$ cat src/hw/adc_seq_defines.vh
// constants for the adc conversion sequencer: register map, fields, resets
// assumes a 32-bit apb slave at byte addresses, one word per register
`ifndef ADC_SEQ_DEFINES_VH
`define ADC_SEQ_DEFINES_VH

// register byte offsets
`define REG_CTRL 8'h00
`define REG_PERIOD 8'h04
`define REG_STATUS 8'h08
`define REG_INT_EN 8'h0C
`define REG_INT_CLR 8'h10
`define REG_RESULT 8'h14
`define REG_STATE 8'h18

// control register fields
`define CTRL_START 0
`define CTRL_STOP 1
`define CTRL_MODE_LO 2
`define CTRL_MODE_HI 3
`define CTRL_DMA_EN 4
`define CTRL_MUX_LO 5
`define CTRL_MUX_HI 7

// operating modes
`define MODE_SINGLE 2'h0
`define MODE_CONT 2'h1
`define MODE_MULTI 2'h2

// status / interrupt bits
`define ST_DONE 0
`define ST_OVERRUN 1
`define ST_W 2

// reset values
`define PERIOD_RST 16'h0040
`define MODE_RST 2'h0
`define MUX_RST 3'h0

// conversions per result: three priming plus the one that yields
`define PRIME_LAST 3'h3

`endif

$ cat src/hw/adc_conversion_sequencer.v
// adc conversion sequencer: start, decimator priming, result and done handling
// assumes dec_data_i and dma_ack_i come from logic on mclk_i; soc_i is a pin
//
// Local design decisions: the APB slave port and the placing of the registers.
`include "adc_seq_defines.vh"
module adc_conversion_sequencer
#(
  parameter RES_W = 16,
  parameter PER_W = 16
)
(
  // clock, reset, clock enable
  input wire mclk_i,
  input wire rst_n_i,
  input wire ce_i,
  // apb slave
  input wire psel_i,
  input wire penable_i,
  input wire pwrite_i,
  input wire [7:0] paddr_i,
  input wire [31:0] pwdata_i,
  output reg [31:0] prdata_o,
  output reg pready_o,
  output reg pslverr_o,
  // start strobe pin and decimator / dma side
  input wire soc_i,
  input wire [RES_W-1:0] dec_data_i,
  input wire dma_ack_i,
  // converter control and completion
  output reg mod_en_o,
  output reg dec_rst_o,
  output reg [2:0] mux_sel_o,
  output reg [RES_W-1:0] result_o,
  output reg eoc_o,
  output reg drq_o,
  output reg irq_o
);

  // one-hot sequencer states
  localparam [3:0] S_IDLE = 4'b0001;
  localparam [3:0] S_PRIME = 4'b0010;
  localparam [3:0] S_RUN = 4'b0100;
  localparam [3:0] S_WAIT = 4'b1000;

  reg [3:0] state_q;
  reg [3:0] state_d;
  reg [2:0] prime_q;
  reg [2:0] prime_d;
  reg [1:0] mode_q;
  reg dma_en_q;
  reg [PER_W-1:0] period_q;
  reg [`ST_W-1:0] status_q;
  reg [`ST_W-1:0] status_d;
  reg [`ST_W-1:0] int_en_q;
  reg soc_prev_q;
  reg restart;
  reg yield;
  reg eoc_d;

  wire soc_s;
  wire soc_rise;
  wire conv_end;
  wire acc;
  wire wr_acc;
  wire rd_acc;
  wire sw_start;
  wire sw_stop;
  wire mux_chg;
  wire rd_result;
  wire start_req;

  // the start pin is asynchronous, so it is synchronised before edge detection
  sync2 u_soc_sync
  (
    .mclk_i(mclk_i),
    .rst_n_i(rst_n_i),
    .ce_i(ce_i),
    .d_i(soc_i),
    .q_o(soc_s)
  );

  // conversion time base; restarted when the converter is reset
  conv_timer #(.CNT_W(PER_W)) u_timer
  (
    .mclk_i(mclk_i),
    .rst_n_i(rst_n_i),
    .ce_i(ce_i),
    .run_i(state_q[1] | state_q[2]),
    .restart_i(restart),
    .period_i(period_q),
    .conv_end_o(conv_end)
  );

  // apb access completes at the edge where pready is seen high
  assign acc = psel_i & penable_i & pready_o;
  assign wr_acc = acc & pwrite_i;
  assign rd_acc = acc & ~pwrite_i;
  assign sw_start = wr_acc && (paddr_i == `REG_CTRL) && pwdata_i[`CTRL_START];
  assign sw_stop = wr_acc && (paddr_i == `REG_CTRL) && pwdata_i[`CTRL_STOP];
  assign mux_chg = wr_acc && (paddr_i == `REG_CTRL) &&
                   (pwdata_i[`CTRL_MUX_HI:`CTRL_MUX_LO] != mux_sel_o);
  assign rd_result = rd_acc && (paddr_i == `REG_RESULT);

  // strobe edge; a tied-low pin simply never starts anything
  assign soc_rise = soc_s & ~soc_prev_q;
  assign start_req = sw_start | soc_rise;

  // sequencer next state
  always @*
  begin
    state_d = state_q;
    prime_d = prime_q;
    restart = 1'b0;
    yield = 1'b0;
    case (state_q)
      S_IDLE:
      begin
        // standby: nothing converts until a start arrives
        if (start_req && !sw_stop)
        begin
          state_d = S_PRIME;
          prime_d = 3'h0;
          restart = 1'b1;
        end
      end
      S_PRIME:
      begin
        if (conv_end)
        begin
          if (prime_q == `PRIME_LAST)
          begin
            yield = 1'b1;
            prime_d = 3'h0;
            if (mode_q == `MODE_CONT)
              state_d = S_RUN;
            else if (mode_q == `MODE_MULTI)
            begin
              restart = 1'b1;
              state_d = S_PRIME;
            end
            else
              state_d = S_WAIT;
          end
          else
            prime_d = prime_q + 3'h1;
        end
      end
      S_RUN:
      begin
        // primed pipeline: every conversion now yields a result
        if (conv_end)
          yield = 1'b1;
      end
      S_WAIT:
      begin
        // single result waits for its transfer, then standby again
        if (!eoc_o)
          state_d = S_IDLE;
      end
      default:
      begin
        state_d = S_IDLE;
      end
    endcase
    // a new input needs four fresh samples before anything is valid
    if (mux_chg && (state_q[1] || state_q[2]))
    begin
      state_d = S_PRIME;
      prime_d = 3'h0;
      restart = 1'b1;
      yield = 1'b0;
    end
    if (sw_stop)
    begin
      state_d = S_IDLE;
      prime_d = 3'h0;
      yield = 1'b0;
    end
  end

  // done flag and sticky status; a new event wins over a clear
  always @*
  begin
    eoc_d = eoc_o;
    if (rd_result || dma_ack_i)
      eoc_d = 1'b0;
    if (yield)
      eoc_d = 1'b1;
    status_d = status_q;
    if (wr_acc && (paddr_i == `REG_INT_CLR))
      status_d = status_q & ~pwdata_i[`ST_W-1:0];
    if (yield)
      status_d[`ST_DONE] = 1'b1;
    if (yield && eoc_o && !(rd_result || dma_ack_i))
      status_d[`ST_OVERRUN] = 1'b1;
  end

  // sequencer, result and completion outputs
  always @(posedge mclk_i or negedge rst_n_i)
  begin
    if (!rst_n_i)
    begin
      state_q <= S_IDLE;
      prime_q <= 3'h0;
      soc_prev_q <= 1'b0;
      status_q <= {`ST_W{1'b0}};
      result_o <= {RES_W{1'b0}};
      eoc_o <= 1'b0;
      drq_o <= 1'b0;
      irq_o <= 1'b0;
      mod_en_o <= 1'b0;
      dec_rst_o <= 1'b0;
    end
    else if (ce_i)
    begin
      state_q <= state_d;
      prime_q <= prime_d;
      soc_prev_q <= soc_s;
      status_q <= status_d;
      if (yield)
        result_o <= dec_data_i;
      eoc_o <= eoc_d;
      // host picks polling, interrupt or dma by the enables
      drq_o <= eoc_d & dma_en_q;
      irq_o <= |(status_d & int_en_q);
      mod_en_o <= state_d[1] | state_d[2];
      dec_rst_o <= restart;
    end
  end

  // register writes; mode only changes from standby
  always @(posedge mclk_i or negedge rst_n_i)
  begin
    if (!rst_n_i)
    begin
      mode_q <= `MODE_RST;
      dma_en_q <= 1'b0;
      mux_sel_o <= `MUX_RST;
      period_q <= `PERIOD_RST;
      int_en_q <= {`ST_W{1'b0}};
    end
    else if (ce_i && wr_acc)
    begin
      if (paddr_i == `REG_CTRL)
      begin
        if (state_q == S_IDLE)
          mode_q <= pwdata_i[`CTRL_MODE_HI:`CTRL_MODE_LO];
        dma_en_q <= pwdata_i[`CTRL_DMA_EN];
        mux_sel_o <= pwdata_i[`CTRL_MUX_HI:`CTRL_MUX_LO];
      end
      else if (paddr_i == `REG_PERIOD)
        period_q <= pwdata_i[PER_W-1:0];
      else if (paddr_i == `REG_INT_EN)
        int_en_q <= pwdata_i[`ST_W-1:0];
    end
  end

  // apb answer: one wait state, read data loaded with pready
  always @(posedge mclk_i or negedge rst_n_i)
  begin
    if (!rst_n_i)
    begin
      pready_o <= 1'b0;
      pslverr_o <= 1'b0;
      prdata_o <= 32'h00000000;
    end
    else if (ce_i)
    begin
      if (psel_i && penable_i && !pready_o)
      begin
        pready_o <= 1'b1;
        pslverr_o <= 1'b0;
        prdata_o <= 32'h00000000;
        if (paddr_i == `REG_CTRL)
        begin
          prdata_o[`CTRL_MODE_HI:`CTRL_MODE_LO] <= mode_q;
          prdata_o[`CTRL_DMA_EN] <= dma_en_q;
          prdata_o[`CTRL_MUX_HI:`CTRL_MUX_LO] <= mux_sel_o;
        end
        else if (paddr_i == `REG_PERIOD)
          prdata_o[PER_W-1:0] <= period_q;
        else if (paddr_i == `REG_STATUS)
          prdata_o[`ST_W-1:0] <= status_q;
        else if (paddr_i == `REG_INT_EN)
          prdata_o[`ST_W-1:0] <= int_en_q;
        else if (paddr_i == `REG_INT_CLR)
          prdata_o <= 32'h00000000; // write-only, reads zero
        else if (paddr_i == `REG_RESULT)
          prdata_o[RES_W-1:0] <= result_o;
        else if (paddr_i == `REG_STATE)
        begin
          prdata_o[0] <= eoc_o;
          prdata_o[4:1] <= state_q;
          prdata_o[7:5] <= prime_q;
        end
        else
          pslverr_o <= 1'b1;
      end
      else
      begin
        pready_o <= 1'b0;
        pslverr_o <= 1'b0;
      end
    end
  end

endmodule // adc_conversion_sequencer

$ cat src/hw/conv_timer.v
// conversion period timer: one pulse per elapsed conversion time
// assumes run_i and restart_i come from logic on mclk_i
module conv_timer
#(
  parameter CNT_W = 16
)
(
  // clock and reset
  input wire mclk_i,
  input wire rst_n_i,
  input wire ce_i,
  // control
  input wire run_i,
  input wire restart_i,
  input wire [CNT_W-1:0] period_i,
  // one-cycle pulse at end of each conversion
  output reg conv_end_o
);

  reg [CNT_W-1:0] cnt_q;
  wire [CNT_W-1:0] last;

  // a period of zero behaves as one cycle so the timer never stalls
  assign last = (period_i == {CNT_W{1'b0}}) ? {CNT_W{1'b0}} : period_i - 1'b1;

  // restart drops any partial conversion, as the decimator is reset too
  always @(posedge mclk_i or negedge rst_n_i)
  begin
    if (!rst_n_i)
    begin
      cnt_q <= {CNT_W{1'b0}};
      conv_end_o <= 1'b0;
    end
    else if (ce_i)
    begin
      if (restart_i || !run_i)
      begin
        cnt_q <= {CNT_W{1'b0}};
        conv_end_o <= 1'b0;
      end
      else if (cnt_q >= last)
      begin
        cnt_q <= {CNT_W{1'b0}};
        conv_end_o <= 1'b1;
      end
      else
      begin
        cnt_q <= cnt_q + 1'b1;
        conv_end_o <= 1'b0;
      end
    end
  end

endmodule // conv_timer

$ cat src/hw/sync2.v
// two-flop synchroniser for a level arriving from outside the clock domain
// assumes the input is a level held for at least two mclk_i periods
module sync2
(
  // clock and reset
  input wire mclk_i,
  input wire rst_n_i,
  input wire ce_i,
  // asynchronous level in, synchronised level out
  input wire d_i,
  output wire q_o
);

  reg meta_q;
  reg sync_q;

  // first flop is read only by the second one
  always @(posedge mclk_i or negedge rst_n_i)
  begin
    if (!rst_n_i)
    begin
      meta_q <= 1'b0;
      sync_q <= 1'b0;
    end
    else if (ce_i)
    begin
      meta_q <= d_i;
      sync_q <= meta_q;
    end
  end

  assign q_o = sync_q;

endmodule // sync2
$ cat config.mk
export PLATFORM = sky130hd
export DESIGN_NAME = adc_conversion_sequencer
export DESIGN_NICKNAME = d
export VERILOG_FILES = /design/src/hw/adc_conversion_sequencer.v /design/src/hw/conv_timer.v /design/src/hw/sync2.v
export VERILOG_INCLUDE_DIRS = /design/src /design/src/hw
export SDC_FILE = /design/constraint.sdc
export NUM_CORES = 1
export LEC_CHECK = 0
export BUFFER_PORTS_ARGS = -buffer_cell sky130_fd_sc_hd__buf_2
export CORE_MARGIN = 2
export CORE_UTILIZATION = 55
export DETAILED_ROUTE_END_ITERATION = 10
export PLACE_DENSITY_LB_ADDON = 0.2
export SLEW_MARGIN = 20
export SYNTH_ARGS = -nofsm -noshare
export SYNTH_HDL_FRONTEND = slang
export SYNTH_HIERARCHICAL = 1
export SYNTH_SLANG_ARGS = --single-unit
export TNS_END_PERCENT = 50
$ cat constraint.sdc
create_clock -name mclk_i -period 4.7 [get_ports mclk_i]
set_input_delay 0.47 -clock mclk_i [delete_from_list [all_inputs] [get_ports mclk_i]]
set_output_delay 0.47 -clock mclk_i [all_outputs]
set_load 0.1 [all_outputs]
# Word-level counts from Yosys, hierarchy flattened

Index checks and enable logic that the tools add are counted.

Bits in registers: 108
RAM bits: 0
Memory bits (read-only): 0
Bits in latches: 0
Word-level logic and storage cells: 153
Input bits: 64
Memories kept: 0

$add $sub $neg: 3
$mul: 0
Shift-type cells: 0
Bitwise operators: 16
Magnitude comparators: 1
Equal/unequal tests: 19
Divide/modulo/power cells: 0
Mux-type cells: 59
Reductions and logical operators: 32

Operator list:

| kind                  | count |
|---|---|
| $mux 16               | 5 |
| $mux 4                | 8 |
| $mux 14               | 2 |
| $mux 1                | 26 |
| $eq 8x5->1 const B    | 3 |
| $mux 24               | 1 |
| $mux 8                | 3 |
| $add 16x1->16 const B | 1 |
| $eq 8x4->1 const B    | 2 |
| $ge 16x16->1          | 1 |
| $logic_not 16->1      | 1 |
| $pmux 4 s4            | 1 |
| $sub 16x1->16 const B | 1 |
| $mux 3                | 5 |
| $logic_and 1x1->1     | 13 |
| $ne 4x4->1 const B    | 3 |
| $eq 8x3->1 const B    | 1 |
| $logic_not 8->1       | 1 |
| $mux 2                | 4 |
| $reduce_and 4->1      | 2 |
| $and 1x1->1           | 6 |
| $mux 6                | 1 |
| $pmux 3 s2            | 1 |
| $reduce_and 2->1      | 3 |
| 22 further kinds      | 35 |

# Longest topological paths before layout

Gate-level depths: netlist (run 1).

Depth in word-level cells: 13
Mapped depth: 15

# Modules after synthesis

Netlist (run 1), hierarchy kept.

By module, submodules not included:

| module                   | times used | seq. area each (µm²) | area an instance (µm²) | cells each |
|---|---|---|---|---|
| adc_conversion_sequencer | 1          | 1829.3               | 3719.8                 | 332 |
| conv_timer               | 1          | 425.4                | 1726.7                 | 202 |
| sync2                    | 1          | 50.0                 | 72.6                   | 4 |

# Least setup slack after synthesis (run 1)

Ideal clock, no wire load.

Kind: register to register
Start point: register period_q[5]
End point: register u_timer.cnt_q[15]
Data required time: 4621 ps
Stages on the path, launching flop included: 15
Setup slack: 1383 ps
Arrival: 3238 ps
Buffers on the path: 1
Clock period less this slack: 3317 ps
Cell sequence: dfrtp_1 -> or4_4 -> nor3_2 -> nand2_1 -> nor2_1 -> nand3b_1 -> and2_1 -> ha_1 -> nand2b_4 -> a2111oi_4 -> nor4b_4 -> nor3_4 -> buf_2 -> nand4_1 -> mux2i_1

Cells in the longest elaborated chain, start to end: 5
Elaborated cells on any way between the ends: 6
Classes of those cells: add/sub: 1; order compare: 1; mux: 3; reduce/logical: 1

RTL lines:

| element                                                  | line                           | source |
|---|---|---|
| from (decl)                                              | adc_conversion_sequencer.v:51  | `reg [PER_W-1:0] period_q;` |
| from (signal assigned)                                   | adc_conversion_sequencer.v:239 | `` period_q <= `PERIOD_RST; `` |
| from (signal assigned)                                   | adc_conversion_sequencer.v:252 | `period_q <= pwdata_i[PER_W-1:0];` |
| $sub 16x1->16 / $logic_not 16->1 (equally long branches) | conv_timer.v:24                | `assign last = (period_i == {CNT_W{1'b0}}) ? {CNT_W{1'b0}} : period_i - 1'b1;` |
| $mux 16 (*)                                              | conv_timer.v:24                |  |
| $ge 16x16->1 (*)                                         | conv_timer.v:41                | `else if (cnt_q >= last)` |
| $mux 16 (*)                                              | conv_timer.v:41                |  |
| $mux 16 (*)                                              | conv_timer.v:36                | `if (restart_i \|\| !run_i)` |
| to (signal assigned)                                     | conv_timer.v:31                | `cnt_q <= {CNT_W{1'b0}};` |
| to (signal assigned)                                     | conv_timer.v:38                | `cnt_q <= {CNT_W{1'b0}};` |
| to (signal assigned)                                     | conv_timer.v:43                | `cnt_q <= {CNT_W{1'b0}};` |
| to (decl)                                                | conv_timer.v:20                | `reg [CNT_W-1:0] cnt_q;` |

Every way passes the cells marked *; elsewhere a longest branch is shown, timed or not.
A chain may end at the register's enable or synchronous reset.

# Worst setup path in the final report (run 1)

Start point: register period_q[3]
End point: register u_timer.cnt_q[9]

Same word-level chain as after synthesis.

==> flow_summary.html, run 1 <==
<table>
<tr><th>Metric</th><th>Value</th></tr>
<tr><th colspan="2">Power</th></tr>
<tr><td>Portion of total power attributed to the clock network</td><td>0.290</td></tr>
<tr><td>Internal power summed over all cells</td><td>1.24 mW</td></tr>
<tr><td>Leakage Power</td><td>3.07 nW</td></tr>
<tr><td>Psw</td><td>735 uW</td></tr>
<tr><td>Switching power share of the total</td><td>0.372</td></tr>
<tr><td>Total power divided by cell area</td><td>319 mW/mm^2</td></tr>
<tr><td>Worst-case vdd ir drop</td><td>0.255 mV</td></tr>
<tr><td>Combinational cell fraction of total power</td><td>0.258</td></tr>
<tr><td>Proportion of power drawn by flip-flops and latches</td><td>0.452</td></tr>
<tr><th colspan="2">GRT</th></tr>
<tr><td>Via count of the first global-routing pass</td><td>4350</td></tr>
<tr><td>Number of antenna violations at the first check in global routing</td><td>0</td></tr>
<tr><td>All-layer global routing usage</td><td>0.247</td></tr>
<tr><td>First-pass GRT wire length</td><td>21500 microns</td></tr>
<tr><td>Overall overflow remaining after global route</td><td>0</td></tr>
<tr><td>Maximum number of pins on one net before global-route repair</td><td>62</td></tr>
<tr><th colspan="2">Logic synthesis</th></tr>
<tr><td>Commonest register cell after synthesis</td><td>sky130_fd_sc_hd__dfrtp_1</td></tr>
<tr><td>Cell area after synthesis</td><td>0.00552 sq mm</td></tr>
<tr><td>Synth Register Bits</td><td>92</td></tr>
<tr><td>Number of warning messages in the yosys log</td><td>6</td></tr>
<tr><td>Sequential element share of the synthesized area</td><td>0.418</td></tr>
<tr><td>Avg Synthesized Cell Area</td><td>10.3 sq um</td></tr>
<tr><td>Number of enable-type register cells in the synthesized netlist</td><td>0</td></tr>
<tr><td>Fraction of synthesis flops using an asynchronous set or reset pin</td><td>1.00</td></tr>
<tr><td>Instance count of the mapped netlist</td><td>538</td></tr>
<tr><td>Synth unique cells</td><td>75</td></tr>
<tr><th colspan="2">Cells and area</th></tr>
<tr><td>Area used by multi-input combinational logic</td><td>0.00297 sq mm</td></tr>
<tr><td>Synth-to-layout area growth</td><td>12.1%</td></tr>
<tr><td>Fraction of layout cells with a size suffix above 1</td><td>0.289</td></tr>
<tr><td>Number of antenna repair diodes</td><td>0</td></tr>
<tr><td>Commonest cells after routing, fill and taps aside</td><td>sky130_fd_sc_hd__dfrtp_1 (90), sky130_fd_sc_hd__buf_2 (88), sky130_fd_sc_hd__nand2_1 (69)</td></tr>
<tr><td>Most frequent standard cell in the layout excluding fill and tap cells</td><td>sky130_fd_sc_hd__dfrtp_1</td></tr>
<tr><td>Final layout net count</td><td>708</td></tr>
<tr><td>Fillers</td><td>824</td></tr>
<tr><td>Sequential cell area</td><td>0.00230 sq mm</td></tr>
<tr><th colspan="2">Route</th></tr>
<tr><td>Drt wl/cell</td><td>17.1 microns</td></tr>
<tr><td>DRC violations left</td><td>0</td></tr>
<tr><td>Routed via count</td><td>4469</td></tr>
<tr><td>DRT antenna net count</td><td>0</td></tr>
<tr><td>First drt pass iteration count</td><td>5</td></tr>
<tr><td>Drt via density</td><td>5.88</td></tr>
<tr><td>Violation count after the first detailed-routing iteration</td><td>249</td></tr>
<tr><td>Post-detailed-routing wire length</td><td>13000 microns</td></tr>
<tr><th colspan="2">Timing</th></tr>
<tr><td>Count of pins over their slew limit</td><td>0</td></tr>
<tr><td>Worst hold slack after final layout</td><td>0.163 ns</td></tr>
<tr><td>Transition time at the pin with the least slew margin</td><td>1.02 ns</td></tr>
<tr><td>Final hold violation count</td><td>0</td></tr>
<tr><td>Remaining max-slew budget at the tightest pin</td><td>0.320</td></tr>
<tr><td>Max Fclk</td><td>262 MHz</td></tr>
<tr><td>Setup_tns</td><td>0 ns</td></tr>
<tr><td>Min cycle time layout</td><td>3.82 ns</td></tr>
<tr><td>Final Setup Violations</td><td>0</td></tr>
<tr><td>Final worst clock skew</td><td>0.0111 ns</td></tr>
<tr><td>Final cycle utilization of the critical path</td><td>0.812</td></tr>
<tr><td>Setup repair after global routing missed its margin</td><td>no</td></tr>
<tr><th colspan="2">Floorplan</th></tr>
<tr><td>Std-Cell Rows</td><td>36</td></tr>
<tr><td>Vert. Die Dim</td><td>104 microns</td></tr>
<tr><td>Area enclosed by the die boundary</td><td>0.0109 sq mm</td></tr>
<tr><td>Starting density of the core</td><td>0.565</td></tr>
<tr><td>Horizontal die dimension</td><td>104 microns</td></tr>
<tr><td>IO Count</td><td>122</td></tr>
<tr><td>Std-Cell Core Area</td><td>0.00977 sq mm</td></tr>
<tr><th colspan="2">Critical path</th></tr>
<tr><td>Capturing point of the worst reg2reg path</td><td>u_timer/cnt_q[9]</td></tr>
<tr><td>Worst EP arrival</td><td>4.09 ns</td></tr>
<tr><td>Worst r2r src</td><td>period_q[3]</td></tr>
<tr><td>Critical-path maximum fanout</td><td>23</td></tr>
<tr><td>Setup crit end kind</td><td>register</td></tr>
<tr><td>Critical path start-end classification</td><td>register to register</td></tr>
<tr><td>Type of element launching the critical path</td><td>register</td></tr>
<tr><td>R2r setup slk</td><td>0.88 ns</td></tr>
<tr><td>Cells on worst reg2reg path</td><td>14</td></tr>
<tr><td>Required arrival time at the worst endpoint</td><td>4.98 ns</td></tr>
<tr><th colspan="2">Clock network</th></tr>
<tr><td>Post-CTS Resized</td><td>0</td></tr>
<tr><td>Clock-pin slew on the worst setup and hold paths</td><td>0.10 ns</td></tr>
<tr><td>CTS tree</td><td>built</td></tr>
<tr><td>Root Buffer Master</td><td>sky130_fd_sc_hd__clkbuf_8</td></tr>
<tr><td>TritonCTS Buffers</td><td>9</td></tr>
<tr><td>Clk buf depth</td><td>2</td></tr>
<tr><td>Setup bufs post-CTS</td><td>0</td></tr>
<tr><td>Insertion delay of the later-clocked pin in the worst-skew pair</td><td>0.37 ns</td></tr>
<tr><td>H-Tree Level Count</td><td>3</td></tr>
<tr><td># hold bufs at CTS</td><td>0</td></tr>
<tr><td>Number of sinks on the clock net</td><td>92</td></tr>
<tr><th colspan="2">Place</th></tr>
<tr><td>Port Buf Inserts</td><td>89</td></tr>
<tr><td>DP Wirelength</td><td>9740 microns</td></tr>
<tr><td>Final Wtd Congestion</td><td>0.908</td></tr>
<tr><th colspan="2">Status</th></tr>
<tr><td>Status</td><td>complete, no violations</td></tr>
<tr><th colspan="2">Flow run</th></tr>
<tr><td>Count of maximum capacitance violations</td><td>0</td></tr>
<tr><th colspan="2">Worst hold path</th></tr>
<tr><td>Hold crit path type</td><td>input port to asynchronous set/reset pin</td></tr>
</table>
==> cell usage after synthesis, types with 3 or more instances <==
cell                        instances  area share
sky130_fd_sc_hd__o2bb2ai_1          3      0.0048
sky130_fd_sc_hd__a22oi_1           10       0.014
sky130_fd_sc_hd__nand3_2            3      0.0054
sky130_fd_sc_hd__nor3_2             3      0.0054
sky130_fd_sc_hd__and2_1             5      0.0057
sky130_fd_sc_hd__and3_1             8      0.0091
sky130_fd_sc_hd__xor2_1             8       0.013
sky130_fd_sc_hd__xnor2_1            6      0.0095
sky130_fd_sc_hd__nand2b_1           7      0.0079
sky130_fd_sc_hd__mux2_2            37       0.075
sky130_fd_sc_hd__nand3_1           19       0.017
sky130_fd_sc_hd__nand4_1            7      0.0079
sky130_fd_sc_hd__inv_1             13      0.0088
sky130_fd_sc_hd__buf_2              5      0.0045
sky130_fd_sc_hd__mux2i_1            5      0.0091
sky130_fd_sc_hd__nor4b_1            3      0.0048
sky130_fd_sc_hd__dfrtp_1           90        0.41
sky130_fd_sc_hd__a41oi_1            4      0.0063
sky130_fd_sc_hd__nor2b_1            7      0.0079
sky130_fd_sc_hd__clkbuf_1           8      0.0054
sky130_fd_sc_hd__o21a_1             3      0.0041
sky130_fd_sc_hd__o41ai_1            3      0.0048
sky130_fd_sc_hd__nand2_1           69       0.047
sky130_fd_sc_hd__a221oi_1           7       0.011
sky130_fd_sc_hd__nor3_1            11       0.010
sky130_fd_sc_hd__o21ai_0           29       0.026
sky130_fd_sc_hd__a21o_1            11       0.015
sky130_fd_sc_hd__ha_1              22       0.050
sky130_fd_sc_hd__or4_1              3      0.0041
sky130_fd_sc_hd__mux2_4             8       0.022
sky130_fd_sc_hd__a21oi_1           12       0.011
sky130_fd_sc_hd__nor2_1            24       0.016
sky130_fd_sc_hd__buf_4             16       0.022
sky130_fd_sc_hd__and4_1             3      0.0048
sky130_fd_sc_hd__nand3b_1           3      0.0041
sky130_fd_sc_hd__a31oi_1           14       0.016
==> metal layers <==
| layer | vias up | global-route usage | share of wire |
|---|---|---|---|
| met4 | 0 | 0.0753 | 0.016 |
| met2 | 152 | 0.429 | 0.51 |
| li1 | 2109 | - | - |
| met3 | 18 | 0.0401 | 0.044 |
| met1 | 2190 | 0.318 | 0.43 |
| met5 | - | 0 | 0 |
==> worst max path at each step <==
stage,start,end,slack (ns),cells past startpoint
2_1_floorplan,period_q[5],u_timer/cnt_q[15],1.38,14
3_3_place_gp,period_q[3],u_timer/cnt_q[3],1.06,14
3_5_place_dp,period_q[3],u_timer/cnt_q[11],0.98,14
4_1_cts,period_q[3],u_timer/cnt_q[9],0.90,14
5_1_grt,period_q[3],u_timer/cnt_q[9],0.61,14
6_report,period_q[3],u_timer/cnt_q[9],0.88,14
==> stage by stage <==
stage	worst slack, ns	util	power [mW]	area [sq um]	instances
finish	0.883	0.633	1.98	6180	760
global route	0.606	0.633	2.06	6180	760
CTS	0.902	0.633	1.98	6180	760
detailed placement	0.980	0.611	1.42	5970	744
global placement	1.06	0.611	1.41	5970	744
floorplan	1.38	-	1.30	5580	553
==> state kept, by name, indices dropped and copies added (netlist names), 2 cells and up <==
name / cells
prime_q: 3
u_timer/cnt_q: 16
prdata_o: 16
int_en_q: 2
mode_q: 2
mux_sel_o: 3
result_o: 16
state_q: 4
period_q: 16
status_q: 2
==> power by group through the flow <==
stage / combinational [mW] / clock (mW) / sequential (mW)
after CTS: 0.510 / 0.582 / 0.893
final: 0.510 / 0.572 / 0.894
after global placement: 0.501 / 0 / 0.906
after floorplan: 0.251 / 0 / 1.05
after global routing: 0.543 / 0.620 / 0.900
after detailed placement: 0.508 / 0 / 0.907
==> area by class of cell <==
class                      instances  area share
inverter                          13     0.00789
clock inverter                     6      0.0121
timing repair buffer              93      0.0773
multi-input combinational        413       0.481
tap                              133      0.0269
sequential                        92       0.373
clock buffer                      10      0.0223
==> kinds of logic (layout without fill, tap and decap cells) <==
| group | count (synthesis) | count (layout) | share of synthesized area |
|---|---|---|---|
| other | 1 | 16 | 0.000679 |
| DFF | 92 | 92 | 0.418 |
| adders and majority gates | 22 | 22 | 0.0499 |
| xor gates and xnor gates | 14 | 14 | 0.0222 |
| buffers and inverters | 48 | 122 | 0.0537 |
| muxes | 50 | 50 | 0.106 |
| and+or+nand+nor | 197 | 197 | 0.204 |
| AOI/OAI and AO/OA | 114 | 114 | 0.146 |
==> critical path, cell delays in order (launching register included) <==
cell	delay [ns]
sky130_fd_sc_hd__dfrtp_1	0.45
sky130_fd_sc_hd__or4_4	0.55
sky130_fd_sc_hd__nor3_2	0.22
sky130_fd_sc_hd__nand2_1	0.09
sky130_fd_sc_hd__nor2_1	0.13
sky130_fd_sc_hd__nand3b_1	0.25
sky130_fd_sc_hd__and2_1	0.27
sky130_fd_sc_hd__ha_1	0.29
sky130_fd_sc_hd__nand2b_4	0.15
sky130_fd_sc_hd__a2111oi_4	0.40
sky130_fd_sc_hd__nor4b_4	0.12
sky130_fd_sc_hd__nor3_4	0.17
sky130_fd_sc_hd__buf_4	0.27
sky130_fd_sc_hd__a41oi_1	0.17
sky130_fd_sc_hd__a31oi_1	0.19
Power figures use the tool's default switching activity.
==> run 2, diff against run 1 <==
Clock period 4.7 ns to 3.9 ns, I/O delays scaled along.
==> run 2 against run 1 <==
Effect of this change: routed wire length is 2.4% higher; die area stayed put; cell area is 1.5% higher; global-route usage is 0.50 points higher; maximum frequency is 3.9% higher; clock-buffer cell count stayed put; largest power group unchanged; sequential power is 21% higher; via count is 0.13% lower; combinational power is 23% higher.
==> flow_summary.html, run 2 (synthesis results as in run 1) <==
<table>
<tr><th>Metric</th><th>Value</th></tr>
<tr><th colspan="2">Status</th></tr>
<tr><td>Status</td><td>complete, no violations</td></tr>
<tr><th colspan="2">Route</th></tr>
<tr><td>Routed via count</td><td>4463</td></tr>
<tr><td>Post-detailed-routing wire length</td><td>13300 microns</td></tr>
<tr><td>DRT antenna net count</td><td>0</td></tr>
<tr><td>First drt pass iteration count</td><td>5</td></tr>
<tr><td>Violation count after the first detailed-routing iteration</td><td>245</td></tr>
<tr><td>Drt via density</td><td>5.83</td></tr>
<tr><td>DRC violations left</td><td>0</td></tr>
<tr><td>Drt wl/cell</td><td>17.4 microns</td></tr>
<tr><th colspan="2">Worst hold path</th></tr>
<tr><td>Hold crit path type</td><td>input port to asynchronous set/reset pin</td></tr>
<tr><th colspan="2">Timing</th></tr>
<tr><td>Max Fclk</td><td>272 MHz</td></tr>
<tr><td>Count of pins over their slew limit</td><td>0</td></tr>
<tr><td>Transition time at the pin with the least slew margin</td><td>0.764 ns</td></tr>
<tr><td>Final worst clock skew</td><td>0.00780 ns</td></tr>
<tr><td>Worst hold slack after final layout</td><td>0.0762 ns</td></tr>
<tr><td>Setup_tns</td><td>0 ns</td></tr>
<tr><td>Final hold violation count</td><td>0</td></tr>
<tr><td>Final cycle utilization of the critical path</td><td>0.942</td></tr>
<tr><td>Final Setup Violations</td><td>0</td></tr>
<tr><td>Min cycle time layout</td><td>3.67 ns</td></tr>
<tr><td>Slack of the critical path</td><td>0.226 ns</td></tr>
<tr><td>Remaining max-slew budget at the tightest pin</td><td>0.491</td></tr>
<tr><th colspan="2">Place</th></tr>
<tr><td>Port Buf Inserts</td><td>89</td></tr>
<tr><td>Final Wtd Congestion</td><td>0.881</td></tr>
<tr><td>Post-placement worst setup slack</td><td>0.212 ns</td></tr>
<tr><td>Area post-placement</td><td>0.00600 sq mm</td></tr>
<tr><td>Placed Cells</td><td>748</td></tr>
<tr><td>DP Wirelength</td><td>9770 microns</td></tr>
<tr><th colspan="2">Floorplan</th></tr>
<tr><td>Std-Cell Rows</td><td>36</td></tr>
<tr><td>IO Count</td><td>122</td></tr>
<tr><td>Vert. Die Dim</td><td>104 microns</td></tr>
<tr><td>Starting density of the core</td><td>0.565</td></tr>
<tr><td>Horizontal die dimension</td><td>104 microns</td></tr>
<tr><td>Std-Cell Core Area</td><td>0.00977 sq mm</td></tr>
<tr><td>Area enclosed by the die boundary</td><td>0.0109 sq mm</td></tr>
<tr><th colspan="2">Critical path</th></tr>
<tr><td>Setup crit end kind</td><td>register</td></tr>
<tr><td>Type of element launching the critical path</td><td>register</td></tr>
<tr><td>Critical-path maximum fanout</td><td>7</td></tr>
<tr><td>Critical path start-end classification</td><td>register to register</td></tr>
<tr><td>Required arrival time at the worst endpoint</td><td>4.21 ns</td></tr>
<tr><td>Cells on worst reg2reg path</td><td>14</td></tr>
<tr><td>Worst EP arrival</td><td>3.98 ns</td></tr>
<tr><th colspan="2">Clock network</th></tr>
<tr><td>Root Buffer Master</td><td>sky130_fd_sc_hd__clkbuf_8</td></tr>
<tr><td>Insertion delay of the later-clocked pin in the worst-skew pair</td><td>0.38 ns</td></tr>
<tr><td>H-Tree Level Count</td><td>3</td></tr>
<tr><td>CTS tree</td><td>built</td></tr>
<tr><td>TritonCTS Buffers</td><td>9</td></tr>
<tr><td>Clk buf depth</td><td>2</td></tr>
<tr><td>Number of sinks on the clock net</td><td>92</td></tr>
<tr><td>Clock-pin slew on the worst setup and hold paths</td><td>0.09 ns</td></tr>
<tr><th colspan="2">GRT</th></tr>
<tr><td>First-pass GRT wire length</td><td>21700 microns</td></tr>
<tr><td>Via count of the first global-routing pass</td><td>4312</td></tr>
<tr><td>Maximum number of pins on one net before global-route repair</td><td>61</td></tr>
<tr><td>Number of antenna violations at the first check in global routing</td><td>0</td></tr>
<tr><td>Overall overflow remaining after global route</td><td>0</td></tr>
<tr><td>All-layer global routing usage</td><td>0.252</td></tr>
<tr><th colspan="2">Cells and area</th></tr>
<tr><td>Util after Layout</td><td>0.642</td></tr>
<tr><td>Final layout net count</td><td>714</td></tr>
<tr><td>Most frequent standard cell in the layout excluding fill and tap cells</td><td>sky130_fd_sc_hd__dfrtp_1</td></tr>
<tr><td>Post-route design area</td><td>0.00628 sq mm</td></tr>
<tr><td>Final standard cell count with taps included and fillers excluded</td><td>766</td></tr>
<tr><td>Commonest cells after routing, fill and taps aside</td><td>sky130_fd_sc_hd__dfrtp_1 (90), sky130_fd_sc_hd__buf_2 (88), sky130_fd_sc_hd__nand2_1 (69)</td></tr>
<tr><td>Fraction of layout cells with a size suffix above 1</td><td>0.302</td></tr>
<tr><td>Synth-to-layout area growth</td><td>13.7%</td></tr>
<tr><td>Number of antenna repair diodes</td><td>0</td></tr>
<tr><th colspan="2">Power</th></tr>
<tr><td>Pwr Total</td><td>2.44 mW</td></tr>
<tr><td>Leakage Power</td><td>3.12 nW</td></tr>
<tr><td>Total power divided by cell area</td><td>388 mW/mm^2</td></tr>
<tr><td>Worst-case vdd ir drop</td><td>0.329 mV</td></tr>
<tr><th colspan="2">Flow run</th></tr>
<tr><td>Count of maximum capacitance violations</td><td>0</td></tr>
</table>
[run 2: per-layer routing]
layer | global-route usage | up-vias | wire length (microns)
met5 | 0 | - | 0
met4 | 0.0878 | 0 | 330
met3 | 0.0695 | 26 | 643
met2 | 0.422 | 129 | 6590
met1 | 0.315 | 2187 | 5750
li1 | - | 2121 | -
[run 2: path summary, 6_finish.rpt]
check / from / to / slack [ns]
max in group asynchronous: rst_n_i / period_q[6] / 2.85
worst min register to register: prdata_o[1] / prdata_o[1] / 0.48
worst max register to register: period_q[9] / u_timer/cnt_q[3] / 0.23
worst max-delay path: period_q[9] / u_timer/cnt_q[3] / 0.23
min in group mclk_i: dec_data_i[0] / result_o[0] / 0.23
worst min-delay path: rst_n_i / prdata_o[10] / 0.08
[run 2: worst max-delay path, cell delays in order, from the launching register on]
cell	delay (ns)
sky130_fd_sc_hd__dfrtp_1	0.47
sky130_fd_sc_hd__or4_1	0.62
sky130_fd_sc_hd__nor3_4	0.18
sky130_fd_sc_hd__nand2_1	0.07
sky130_fd_sc_hd__nor2_1	0.14
sky130_fd_sc_hd__nand3b_1	0.21
sky130_fd_sc_hd__and2_1	0.24
sky130_fd_sc_hd__ha_1	0.29
sky130_fd_sc_hd__nand2b_4	0.15
sky130_fd_sc_hd__a2111oi_4	0.40
sky130_fd_sc_hd__nor4b_4	0.12
sky130_fd_sc_hd__buf_4	0.16
sky130_fd_sc_hd__nor3_2	0.28
sky130_fd_sc_hd__nand2_1	0.10
sky130_fd_sc_hd__a31oi_1	0.17
[run 2: layout make-up]
type                            instances  area (sq um)
Sequential cell                        92          2300
Fill cell                             819          3500
Tap cell                              133           166
Clock inverter                          6          86.3
Inverter                               13          48.8
Timing Repair Buffer                   99           527
Multi-Input combinational cell        413          3010
Clock buffer                           10           138
[run 2: where the power goes]
group	internal (mW)	leakage (nW)	total, mW	switching, mW
clock network	0.378	0.113	0.734	0.355
logic	0.166	1.75	0.626	0.460
registers	1.01	1.25	1.08	0.0659
total	1.56	3.12	2.44	0.881
[run 2: timing repair]
action                     in CTS  in global routing
hold buffers                    0                  0
gates resized for setup         0                  7
buffers inserted                0                  2
setup endpoints to repair       0                 14
